[config.mk]
export PLATFORM = sky130hd
export DESIGN_NAME = upc_top
export DESIGN_NICKNAME = d
export VERILOG_FILES = /design/src/pkg/upc_pkg.sv /design/src/rtl/upc_top.sv
export SDC_FILE = /design/constraint.sdc
export NUM_CORES = 1
export LEC_CHECK = 0
export ABC_AREA = 1
export BUFFER_PORTS_ARGS = -buffer_cell sky130_fd_sc_hd__buf_2
export CELL_PAD_IN_SITES_DETAIL_PLACEMENT = 1
export CELL_PAD_IN_SITES_GLOBAL_PLACEMENT = 2
export CORE_UTILIZATION = 35
export DETAILED_ROUTE_END_ITERATION = 10
export GPL_TIMING_DRIVEN = 0
export PLACE_DENSITY = 0.89
export RECOVER_POWER = 100
export SETUP_SLACK_MARGIN = 0.05
export SLEW_MARGIN = 15
export SYNTH_ARGS = -nofsm -noshare
export SYNTH_HDL_FRONTEND = slang
export SYNTH_SLANG_ARGS = --single-unit
[constraint.sdc]
create_clock -name ref_clk -period 5.35 [get_ports ref_clk]
set_clock_uncertainty 0.1 [all_clocks]
set_input_delay 0.2675 -clock ref_clk [delete_from_list [all_inputs] [get_ports ref_clk]]
set_output_delay 0.2675 -clock ref_clk [all_outputs]
set_load 0.02 [all_outputs]
[src/pkg/upc_pkg.sv]
// upc_pkg: register map, control field positions, reset value and timing constants
// assumes a single 100 MHz clock and the plain register port of upc_top
package upc_pkg;
    localparam int unsigned UPC_ADDR_W = 8;
    localparam logic [7:0] UPC_OFS_CTRL = 8'h30;     // port_control
    localparam logic [7:0] UPC_OFS_STATUS = 8'h34;   // activity status
    localparam logic [7:0] UPC_OFS_DATA = 8'h38;     // transmit / receive character
    localparam logic [7:0] UPC_OFS_BAUD = 8'h3C;     // 16x baud divisor
    localparam int unsigned UPC_EN_BIT = 0;
    localparam int unsigned UPC_SIR_BIT = 1;
    localparam int unsigned UPC_INFRARED_LOW_POWER_SELECT_BIT = 2;
    localparam int unsigned UPC_LBE_BIT = 7;
    localparam int unsigned UPC_TXE_BIT = 8;
    localparam int unsigned UPC_RXE_BIT = 9;
    localparam logic [31:0] UPC_CTRL_RESET = 32'h0000_0300;
    localparam logic [31:0] UPC_CTRL_MASK = 32'h0000_0387;  // writable bits
    localparam logic [15:0] UPC_BAUD_RESET = 16'h0036;      // about 115200 baud x16
    localparam int unsigned UPC_OS = 16;        // ticks per bit
    localparam int unsigned UPC_SIR_TICKS = 3;  // 3/16 pulse, in 16x ticks
    localparam int unsigned UPC_LP_TICKS = 3;   // low-power pulse, in ref periods
    localparam int unsigned UPC_LP_REF_NS = 600;  // low-power reference period
    localparam int unsigned UPC_CLK_NS = 10;
    localparam int unsigned UPC_LP_REF_CYC = UPC_LP_REF_NS / UPC_CLK_NS;
    localparam int unsigned UPC_FRAME_BITS = 10;  // start, 8 data, stop
endpackage

[src/rtl/upc_top.sv]
// upc_top: control portion of an asynchronous serial port with infrared option
// assumes one clock ref_clk, synchronous reset, a master on the plain register port
// What this block does
// transmitter starts a character only while transmit enable and global enable are both one.
// clearing transmit enable mid-character finishes that character first.
// loopback routes the transmit output internally into the receive path.
// infrared normal mode sends each zero bit as a 3/16 bit high pulse.
// low-power mode pulse lasts three low-power reference periods at baud divisors of 11 and up, where it fits inside a zero bit.
// infrared enable makes transmit and receive use infrared encoding.
// global enable gates the whole port.
// clearing global enable mid-character finishes the character in either direction.
// software preserves control bits 6 to 3 and ignores their value.
// receiver runs only with receive and global enable; finishes a started character.
// control register resets to 0x0000_0300.
// in infrared mode a one bit leaves the output low.
`timescale 1ns/1ps
`default_nettype none
module upc_top (
    input wire logic ref_clk,
    input wire logic resetn,
    input wire logic [upc_pkg::UPC_ADDR_W-1:0] addr,
    input wire logic [31:0] wdata,
    input wire logic wr,
    input wire logic rd,
    output logic [31:0] rdata,
    input wire logic serial_receive_in,
    output logic serial_transmit_out
);
    import upc_pkg::*;

    typedef enum logic [2:0] {
        UPC_IDLE = 3'b001,
        UPC_SHIFT = 3'b010,
        UPC_DONE = 3'b100
    } upc_phase_t;

    typedef struct packed {
        logic [31:0] port_control;
        logic [15:0] baud_div;
        logic [31:0] rdata;
        logic [2:0] rx_sync;
        logic rx_line;
        logic [15:0] div_cnt;
        logic [7:0] lp_cnt;
        logic lp_tick;
        logic [1:0] lp_pulse;
        upc_phase_t tx_ph;
        logic [3:0] tx_tick;
        logic [3:0] tx_bit;
        logic [9:0] tx_sh;
        logic [7:0] tx_buf;
        logic tx_pend;
        logic tx_out;
        upc_phase_t rx_ph;
        logic [3:0] rx_tick;
        logic [3:0] rx_bit;
        logic [7:0] rx_sh;
        logic [7:0] rx_data;
        logic rx_avail;
        logic [3:0] rx_pw;
    } upc_state_t;

    upc_state_t s;
    upc_state_t next_s;

    logic en, tx_en, rx_en, sir, infrared_low_power_select, loopback_enable, tick;
    logic line_in, rx_bitval, rx_low;

    // decoded enables
    assign en = s.port_control[UPC_EN_BIT];
    assign tx_en = en && s.port_control[UPC_TXE_BIT];
    assign rx_en = en && s.port_control[UPC_RXE_BIT];
    assign sir = s.port_control[UPC_SIR_BIT];
    assign infrared_low_power_select = s.port_control[UPC_INFRARED_LOW_POWER_SELECT_BIT];
    assign loopback_enable = s.port_control[UPC_LBE_BIT];
    assign tick = (s.div_cnt == 16'h0000);

    // receive source: loopback takes the internal transmit signal
    assign line_in = loopback_enable ? s.tx_out : s.rx_line;
    // infrared receive: a high pulse marks a zero bit; plain line is level
    assign rx_low = sir ? line_in : !line_in;
    assign rx_bitval = sir ? (s.rx_pw == 4'h0) : line_in;

    assign rdata = s.rdata;
    assign serial_transmit_out = loopback_enable ? (sir ? 1'b0 : 1'b1) : s.tx_out;

    // next-state logic
    always_comb begin
        next_s = s;
        next_s.rdata = 32'h0000_0000;
        // three-stage pin synchroniser; change accepted once stages two and three agree
        next_s.rx_sync = {s.rx_sync[1:0], serial_receive_in};
        if (s.rx_sync[2] == s.rx_sync[1]) begin
            next_s.rx_line = s.rx_sync[2];
        end
        // 16x baud enable
        next_s.div_cnt = tick ? s.baud_div : s.div_cnt - 16'h0001;
        // low-power reference divider
        // enable stands in the cycle in which the count is zero
        next_s.lp_tick = (s.lp_cnt == 8'h01);
        next_s.lp_cnt = (s.lp_cnt == 8'h00) ? 8'(UPC_LP_REF_CYC - 1) : s.lp_cnt - 8'h01;
        if (s.lp_tick && s.lp_pulse != 2'b00) begin
            next_s.lp_pulse = s.lp_pulse - 2'b01;
        end

        // register writes; bits 6:3 and 31:10 stay zero
        if (wr) begin
            unique case (addr)
                UPC_OFS_CTRL: next_s.port_control = wdata & UPC_CTRL_MASK;
                UPC_OFS_BAUD: next_s.baud_div = wdata[15:0];
                UPC_OFS_DATA: begin
                    next_s.tx_buf = wdata[7:0];
                    next_s.tx_pend = 1'b1;
                end
                default: ;
            endcase
        end
        // register reads, data one cycle later; unmapped reads zero
        if (rd) begin
            unique case (addr)
                UPC_OFS_CTRL: next_s.rdata = s.port_control;
                UPC_OFS_BAUD: next_s.rdata = {16'h0000, s.baud_div};
                UPC_OFS_STATUS: next_s.rdata = {28'h0000_000, s.rx_avail, s.tx_pend,
                                                s.rx_ph != UPC_IDLE, s.tx_ph != UPC_IDLE};
                UPC_OFS_DATA: begin
                    next_s.rdata = {24'h00_0000, s.rx_data};
                    next_s.rx_avail = 1'b0;
                end
                default: ;
            endcase
        end

        // transmitter: starts only when enabled, once started finishes the frame
        unique case (s.tx_ph)
            UPC_IDLE: begin
                next_s.tx_out = !sir;
                if (tx_en && s.tx_pend && tick) begin
                    next_s.tx_sh = {1'b1, s.tx_buf, 1'b0};
                    next_s.tx_pend = wr && addr == UPC_OFS_DATA;
                    next_s.tx_tick = 4'h0;
                    next_s.tx_bit = 4'h0;
                    next_s.tx_ph = UPC_SHIFT;
                end
            end
            UPC_SHIFT: begin
                // enables are not checked here so a started character completes
                if (tick) begin
                    if (s.tx_tick == 4'(UPC_OS - 1)) begin
                        next_s.tx_tick = 4'h0;
                        next_s.tx_sh = {1'b1, s.tx_sh[9:1]};
                        next_s.tx_bit = s.tx_bit + 4'h1;
                        if (s.tx_bit == 4'(UPC_FRAME_BITS - 1)) begin
                            next_s.tx_ph = UPC_DONE;
                        end
                    end else begin
                        next_s.tx_tick = s.tx_tick + 4'h1;
                    end
                    if (s.tx_tick == 4'h0 && !s.tx_sh[0]) begin
                        next_s.lp_pulse = 2'(UPC_LP_TICKS);
                        // restart the reference so the pulse spans whole periods only
                        next_s.lp_cnt = 8'(UPC_LP_REF_CYC - 1);
                        next_s.lp_tick = 1'b0;
                    end
                end
                if (!sir) begin
                    next_s.tx_out = s.tx_sh[0];
                end else if (infrared_low_power_select) begin
                    // pulse counted in low-power reference periods
                    next_s.tx_out = !s.tx_sh[0] && s.lp_pulse != 2'b00;
                end else begin
                    // high for the first three of sixteen ticks of a zero bit
                    next_s.tx_out = !s.tx_sh[0] && s.tx_tick < 4'(UPC_SIR_TICKS);
                end
            end
            UPC_DONE: begin
                next_s.tx_out = !sir;
                next_s.tx_ph = UPC_IDLE;
            end
            default: next_s.tx_ph = UPC_IDLE;
        endcase

        // infrared receive pulse stretcher: holds a zero for the rest of the bit
        if (tick) begin
            if (sir && line_in) begin
                next_s.rx_pw = 4'(UPC_OS - 1);
            end else if (s.rx_pw != 4'h0) begin
                next_s.rx_pw = s.rx_pw - 4'h1;
            end
        end

        // receiver: start only while enabled, a started character completes
        unique case (s.rx_ph)
            UPC_IDLE: begin
                if (rx_en && tick && rx_low) begin
                    next_s.rx_tick = 4'h0;
                    next_s.rx_bit = 4'h0;
                    next_s.rx_ph = UPC_SHIFT;
                end
            end
            UPC_SHIFT: begin
                if (tick) begin
                    next_s.rx_tick = s.rx_tick + 4'h1;
                    if (s.rx_tick == 4'(UPC_OS / 2 - 1)) begin
                        next_s.rx_bit = s.rx_bit + 4'h1;
                        if (s.rx_bit == 4'h0 && rx_bitval) begin
                            next_s.rx_ph = UPC_IDLE;        // false start
                        end else if (s.rx_bit != 4'h0 &&
                                     s.rx_bit != 4'(UPC_FRAME_BITS - 1)) begin
                            next_s.rx_sh = {rx_bitval, s.rx_sh[7:1]};
                        end else if (s.rx_bit == 4'(UPC_FRAME_BITS - 1)) begin
                            next_s.rx_ph = UPC_DONE;
                        end
                    end
                end
            end
            UPC_DONE: begin
                next_s.rx_data = s.rx_sh;
                next_s.rx_avail = 1'b1;                     // set wins over read clear
                next_s.rx_ph = UPC_IDLE;
            end
            default: next_s.rx_ph = UPC_IDLE;
        endcase
    end

    // state register
    always_ff @(posedge ref_clk) begin
        if (!resetn) begin
            s <= '0;
            s.port_control <= UPC_CTRL_RESET;
            s.baud_div <= UPC_BAUD_RESET;
            s.rx_sync <= 3'b111;
            s.rx_line <= 1'b1;
            s.tx_out <= 1'b1;
            s.tx_ph <= UPC_IDLE;
            s.rx_ph <= UPC_IDLE;
        end else begin
            s <= next_s;
        end
    end
endmodule // upc_top
`default_nettype wire

== Word-level counts from Yosys, hierarchy flattened ==
Index checks and enable logic that the tools add are counted.
Storage, ports and cells
  output and inout port bits: 33
  bits of input ports: 45
  memories kept: 0
  bits in writable memories: 0
  bits in registers: 148
  latch bits: 0
  bits in read-only memories: 0
Cells by class
  muxes and demuxes: 42
  magnitude comparators: 1
  multiply operators: 0
  bitwise operators: 1
  shifts and indexed selects: 0
  eq/ne operators: 28
  reduce and logical (&&, ||, !) cells: 45
  div/mod/pow operators: 0
  $add $sub $neg: 8
Operators by type and width (number)
  16-bit one-hot mux with 4 select lines: 1
  18-bit one-hot mux with 2 select lines: 1
  11-bit 2-to-1 mux: 3
  8-bit by 6-bit equality test with 1-bit output (second input constant): 4
  32-bit 2-to-1 mux: 1
  8-bit 2-to-1 mux: 3
  21-bit 2-to-1 mux: 1
  19-bit 2-to-1 mux: 1
  3-bit 2-to-1 mux: 6
  4-bit by 1-bit adder with 4-bit output (second input constant): 4
  16-bit logical NOT: 1
  16-bit 2-to-1 mux: 1
  8-bit one-hot mux with 2 select lines: 1
  16-bit by 1-bit subtractor with 16-bit output (second input constant): 1
  1-bit logical AND: 14
  1-bit 2-to-1 mux: 14
  14-bit 2-to-1 mux: 1
  2-bit != test (second input constant): 7
  2-bit nonzero test: 7
  4-bit equality test (second input constant): 3
  4-bit logical NOT: 3
  12-bit 2-to-1 mux: 1
  4-bit 2-to-1 mux: 3
  3-bit one-hot mux with 2 select lines: 2
  other kinds (24): 41

== Depth between registers and ports, before layout ==
Gate-level depths: netlist of run 1.
  depth in word-level cells: 7
  gate-level depth with buffers: 12
  depth with buffers taken out: 12

== Least setup slack after synthesis of run 1 ==
Ideal clock, no wire load.
  path kind: reg-to-reg
  from: reg s, in the netlist loopback_enable
  to: reg s[24] (netlist name)
  arrival: 1489 ps
  stages on the path, launching flop included: 13
  required time: 5140 ps
  library setup time: 110 ps
  path slack: 3651 ps
  cell sequence: dfxtp_1 -> inv_1 -> nand2_1 -> nand2_1 -> ha_1 -> nor2_1 -> nor2_1 -> nor2_1 -> nand3_1 -> inv_1 -> nand2_1 -> nand2_1 -> nor2_1
On the way
  cells in the longest elaborated chain, start to end: 6
RTL lines
  start, declared: RTL line upc_top.sv:63  | upc_state_t s;
  start signal, assigned: RTL line upc_top.sv:237  | s <= next_s;
  1-bit 2-to-1 mux *: RTL line upc_top.sv:79  | assign line_in = loopback_enable ? s.tx_out : s.rx_line;
  1-bit logical NOT: RTL line upc_top.sv:81  | assign rx_low = sir ? line_in : !line_in;
  1-bit 2-to-1 mux *: RTL line upc_top.sv:81
  1-bit logical AND *: RTL line upc_top.sv:194  | if (rx_en && tick && rx_low) begin
  2-bit != test (no source line) *
  4-bit AND reduction (no source line) *
Mark *: on every way between the ends. The rest lies on a longest branch, timed or not.
A chain may end at the register's enable or synchronous reset.

== Worst setup path in the final report of run 1 ==
  from: reg s[74] (netlist name)
  to: reg s[18] (netlist name)
On the way
  cells in the longest elaborated chain, start to end: 2
RTL lines
  16-bit logical NOT: RTL line upc_top.sv:76  | assign tick = (s.div_cnt == 16'h0000);
  5-bit AND reduction (no source line)
Every way passes these cells.

==> results of run 1 <==
## cell usage after synthesis (all sizes together)
master and number:
nand2 198, dfxtp 132, nor2 125, inv 106
a21oi 73, o21ai 68, nand3 48, buf 43
nor3 16, ha 15, clkbuf 12, xor2 10
nand4 9, or2 6, xnor2 4, a31oi 3
clkinv 3, nand3b 2, nor3b 2, o211ai 2
o221ai 2, a211oi 1, and3 1, conb 1
o211a 1, o21a 1, o21bai 1, o31ai 1
## critical path: stages (launching register included)
cell	delay, ns
dfxtp_1	0.31
inv_1	0.08
ha_1	0.19
nand2_1	0.18
nor2_4	0.14
nand2_1	0.28
nor2_1	0.44
nand3_1	0.27
clkbuf_1	0.31
nor2_1	0.16
nor2_1	0.06
## worst paths after layout
| path | startpoint | to | slack (ns) |
|---|---|---|---|
| min reg2reg | next_s[92] | next_s[93] | 0.31 |
| min | wdata[8] | s[150] | 0.03 |
| max reg2reg | s[74] | s[18] | 2.72 |
| max | s[74] | s[18] | 2.72 |
## sequential cells by signal (all words and copies together) (netlist names)
register                   count
en                             1
next_s                         2
infrared_low_power_select      1
loopback_enable                1
s                            111
rdata                         16
## cell type report
cell class              instances  area (um^2)  area share [%]
flip-flops and latches        132         2640            35.6
clock inverters                15          165            2.23
inverters                     109          410            5.53
plain buffers                  55          330            4.45
clock buffers                  17          425            5.73
repair buffers                 49          243            3.27
well taps                     225          282            3.79
multi-input cells             605         2920            39.4
## layer usage
layer  vias up  global-route usage (%)
met3        22                    4.33
met4         0                    5.98
met2        68                    33.7
met1      2754                    26.2
met5         -                       0
li1       2937                       -
## cells by family (layout without fill, tap and decap cells)
| kind of cell | count (synthesis) | count (layout) | share of synthesized area, % |
|---|---|---|---|
| other | 1 | 16 | 0.0589 |
| AO/OA/AOI/OAI | 153 | 153 | 12.5 |
| AND/OR/NAND/NOR | 407 | 407 | 28.9 |
| adder cells (fa/ha/maj) | 15 | 15 | 2.95 |
| flip-flops | 132 | 132 | 41.5 |
| XOR/XNOR | 14 | 14 | 1.93 |
| buffers and inverters | 164 | 245 | 12.1 |
## power by group
part / leakage, nW / internal (mW) / total [mW] / switching (mW)
Clock: 0.276 / 0.725 / 1.18 / 0.458
Combinational: 1.99 / 0.230 / 0.687 / 0.457
Sequential: 1.07 / 1.06 / 1.13 / 0.0684
==> impl_metrics.json, run 1 <==
{
  "outcome": "finished, final reports clean",
  "cp.arrival_ns": 2.85,
  "final_util_pct": 42.3,
  "grt_overflow": 0,
  "tightestPinTransition_ns": 0.682,
  "via_per_inst": 4.79,
  "row_count": 48,
  "fmax_mhz": 380,
  "gp_congestion": 0.832,
  "grt.total_usage_pct": 20.3,
  "yosysTopAreaCellShare_pct": 41.5,
  "syn-mean-instance-area_um2": 7.18,
  "ioPinCount": 78,
  "p_leak_nw": 3.33,
  "die_area_mm2": 0.0187,
  "final_cells": 1207,
  "pre_cts_ws_ns": 3.25,
  "post-route-period-util_pct": 49.2,
  "netlist_instances": 886,
  "postCtsSetupBuffers": 0,
  "crit_type": "flop to flop",
  "fin_ws_ns": 2.72,
  "slew_headroom_pct": 54.1,
  "start_util_pct": 36.3,
  "hold_depth": 3,
  "grt_max_degree": 17,
  "drc": 0,
  "fillers": 2288,
  "dr.max_layer_used": "met4",
  "die_w_um": 137,
  "fin_nets": 1029,
  "ys_ff_latch": 132,
  "io_buffers": 45,
  "start_kind": "flop",
  "grt_pass1_vias": 5720,
  "cts-hold-fix-buffers": 4,
  "antenna_cells": 0,
  "cts_buffer_depth": 2,
  "final_common_cell": "nand2_1",
  "hold_path_class": "input pin to flop",
  "dp_cells": 1171,
  "worstSetupEndpointType": "flop",
  "drive_above_1_share_pct": 12.2,
  "met1Wirelength_mm": 8.38,
  "final_cell_mix": "nand2_1 (191), dfxtp_1 (132), nor2_1 (112), inv_1 (106), a21oi_1 (73)",
  "worst_r2r_path_depth": 10,
  "drt-total-wl_mm": 17.6,
  "synth_cell_types": 43,
  "final_area_mm2": 0.00742,
  "cts.sinks": 132,
  "htree_num_levels": 4,
  "first_iter_violations": 211,
  "fp.dieH_um": 137,
  "cts_tree": "built",
  "yosys.area.top_type": "dfxtp_1",
  "syn2layout_area_growth_pct": 16.6,
  "yosysWarnings": 0,
  "timing.final.crit_period_ns": 2.63,
  "grt_pass1_wl_mm": 28.9,
  "cts.repair.resized": 0,
  "synth_top_cells_by_area": "dfxtp_1 (42%), nand2_1 (11%), nor2_1 (6.3%)",
  "wl_per_cell_um": 14.6,
  "antenna_found_initial": 0,
  "clk_latency_ns": 0.43,
  "final_max_slew_viol_count": 0,
  "drtAntennaViolNets": 0,
  "cp.required_ns": 5.57,
  "yosysSeqAreaShare_pct": 41.5,
  "drt_first_pass_iters": 5,
  "ir_drop_v": 0.000258,
  "p_per_area_mw_per_mm2": 404,
  "maxCapViolations": 0,
  "wl_met2_mm": 8.42,
  "root_buffer": "clkbuf_16",
  "hold_viol_final": 0,
  "routed-wl-met3_um": 619,
  "place_area_mm2": 0.00693,
  "hpwlAfterDp_mm": 13.3,
  "netlist_area_mm2": 0.00636,
  "rsz0062_at_grt": "false",
  "worstPathMaxFanout": 10,
  "fin_total_pwr_mw": 3.00,
  "timing.setup.tns_ns": 0,
  "clk_pin_slew_ns": 0.06,
  "num_vias": 5781,
  "setup_viol": 0,
  "hold-worst-slack_ns": 0.0257,
  "coreArea_mm2": 0.0175,
  "cts_buffers": 17
}
No activity file was read; power rests on OpenSTA's default activity.
==> inputs of run 2 (changes only) <==
--- a/config.mk
+++ b/config.mk
@@ -9,10 +9,10 @@
 export BUFFER_PORTS_ARGS = -buffer_cell sky130_fd_sc_hd__buf_2
 export CELL_PAD_IN_SITES_DETAIL_PLACEMENT = 1
 export CELL_PAD_IN_SITES_GLOBAL_PLACEMENT = 2
-export CORE_UTILIZATION = 35
+export CORE_UTILIZATION = 33
 export DETAILED_ROUTE_END_ITERATION = 10
 export GPL_TIMING_DRIVEN = 0
-export PLACE_DENSITY = 0.89
+export PLACE_DENSITY = 0.85
 export RECOVER_POWER = 100
 export SETUP_SLACK_MARGIN = 0.05
 export SLEW_MARGIN = 15
==> constraint.sdc (replaced) <==
create_clock -name ref_clk -period 2.6 [get_ports ref_clk]
set_clock_uncertainty 0.1 [all_clocks]
set_input_delay 0.13 -clock ref_clk [delete_from_list [all_inputs] [get_ports ref_clk]]
set_output_delay 0.13 -clock ref_clk [all_outputs]
set_load 0.02 [all_outputs]
==> run 2 against run 1 <==
Compared with the run above: non-clock buffer count up 14; routed wire length rose by 2.4%; core utilization fell by 1.8 points; combinational power is 110% higher; sequential power up 110%; register-to-register slack got worse by 2.4 ns; worst hold slack better by 0.031 ns; die area up 6.0%; clock power grew 92%; cell count up 4.1%; clock-buffer cell count grew 5; setup slack got worse by 2.4 ns; largest power group is now registers.
==> impl_metrics.json, run 2 (synthesized netlist as in run 1, its figures left out) <==
{
  "clk_latency_ns": 0.42,
  "drc": 0,
  "via_per_inst": 4.59,
  "coreArea_mm2": 0.0188,
  "syn2layout_area_growth_pct": 19.9,
  "dp_cells": 1206,
  "fillers": 2411,
  "die_w_um": 141,
  "cp_slowest_stage_delay_ns": 0.31,
  "fp.dieH_um": 141,
  "tightestPinTransition_ns": 0.783,
  "post-route-period-util_pct": 85.9,
  "worst_r2r_path_depth": 10,
  "worstPathMaxFanout": 10,
  "cp-endpoint": "s[42]",
  "final_util_pct": 40.5,
  "grt_max_degree": 17,
  "die_area_mm2": 0.0198,
  "timing.final.crit_period_ns": 2.23,
  "cts_tree": "built",
  "r2r_slack_ns": 0.37,
  "drt_first_pass_iters": 4,
  "startpoint": "s[74]",
  "fin_total_pwr_mw": 6.03,
  "start_kind": "flop",
  "top_register": "s",
  "io_buffers": 45,
  "slew_headroom_pct": 47.8,
  "drtAntennaViolNets": 0,
  "fin_ws_ns": 0.365,
  "drt-total-wl_mm": 18.1,
  "cts_buffer_depth": 2,
  "r2r-end": "s[42]",
  "ioPinCount": 78,
  "p_per_area_mw_per_mm2": 790,
  "hold_viol_final": 0,
  "cp.arrival_ns": 2.45,
  "num_vias": 5767,
  "row_count": 50,
  "htree_num_levels": 4,
  "setup_viol": 0,
  "final_cell_mix": "nand2_1 (191), dfxtp_1 (132), nor2_1 (109), inv_1 (105), a21oi_1 (73)",
  "first_iter_violations": 259,
  "antenna_found_initial": 0,
  "worstSetupEndpointType": "flop",
  "clk_pin_slew_ns": 0.06,
  "cts.sinks": 132,
  "place_area_mm2": 0.00697,
  "fmax_mhz": 447,
  "r2r-start": "s[74]",
  "hold_path_class": "input pin to flop",
  "final_common_cell": "nand2_1",
  "grt_overflow": 0,
  "timing.setup.tns_ns": 0,
  "ir_drop_v": 0.000437,
  "rsz0062_at_grt": "false",
  "antenna_cells": 0,
  "final_area_mm2": 0.00763,
  "grt_pass1_wl_mm": 29.0,
  "largest_reg_flops": 111,
  "grt_pass1_vias": 5654,
  "cp.required_ns": 2.82,
  "crit_type": "flop to flop",
  "wl_per_cell_um": 14.4,
  "pre_cts_ws_ns": 0.557,
  "drive_above_1_share_pct": 12.6,
  "path_cells": "inv_1, ha_1, nand2_4, nor2_1, nand2_1, clkinvlp_2, nand3_1, buf_4, o21ai_1, nor2_1",
  "gp_congestion": 0.814,
  "fin_nets": 1043,
  "maxCapViolations": 0,
  "slowest_stage": "dfxtp_1",
  "hold-worst-slack_ns": 0.0563,
  "final_max_slew_viol_count": 0,
  "outcome": "finished, final reports clean",
  "root_buffer": "clkbuf_16",
  "start_util_pct": 33.8,
  "crit_path_frequent_cell": "nor2_1",
  "cts_buffers": 17,
  "final_cells": 1256,
  "hpwlAfterDp_mm": 13.4,
  "grt.total_usage_pct": 19.1,
  "p_leak_nw": 3.42
}
[run 2: cell type report]
class	instances	area (um^2)	share of cell area, %
Clock buffer	22	464	6.09
Timing Repair Buffer	63	383	5.02
Inverter	109	410	5.38
Multi-Input combinational cell	605	2960	38.9
Sequential cell	132	2640	34.6
Clock inverter	10	82.6	1.08
Tap cell	260	325	4.27
Buffer	55	355	4.66
[run 2: critical path, delay by kind of cell (launching register included)]
kind,cells,cell delay (ns)
flip-flops,1,0.31
AO/OA/AOI/OAI,1,0.15
AND/OR/NAND/NOR,5,0.81
adder cells (fa/ha/maj),1,0.23
buffers and inverters,3,0.53
[run 2: worst min path at each step]
stage                      start         end  slack [ns]  cells past startpoint
2_1_floorplan  serial_receive_in  next_s[92]        0.14                      1
3_3_place_gp   serial_receive_in  next_s[92]        0.22                      2
3_5_place_dp   serial_receive_in  next_s[92]        0.22                      2
4_1_cts                       wr      s[151]        0.04                      5
5_1_grt                       wr      s[151]        0.08                      5
6_report                      wr      s[151]        0.06                      5
[run 2: metal layers]
layer	global-route usage (%)	share of wire, %	vias up
met4	6.46	1.6	0
met1	24.5	48	2708
met5	0	0	-
li1	-	-	2970
met2	32.3	47	69
met3	3.67	2.8	20
[run 2: report_power, final]
group          switching [mW]  leakage, nW  internal [mW]
Combinational           0.955         2.09          0.494
Sequential              0.138         1.07           2.18
Clock                   0.905        0.265           1.35
Total                    2.00         3.42           4.03
[run 2: timing repair]
item | CTS | global route
buffers inserted | 0 | 0
hold endpoints to repair | 34 | 0
gates resized for setup | 0 | 0
hold buffers | 18 | 0
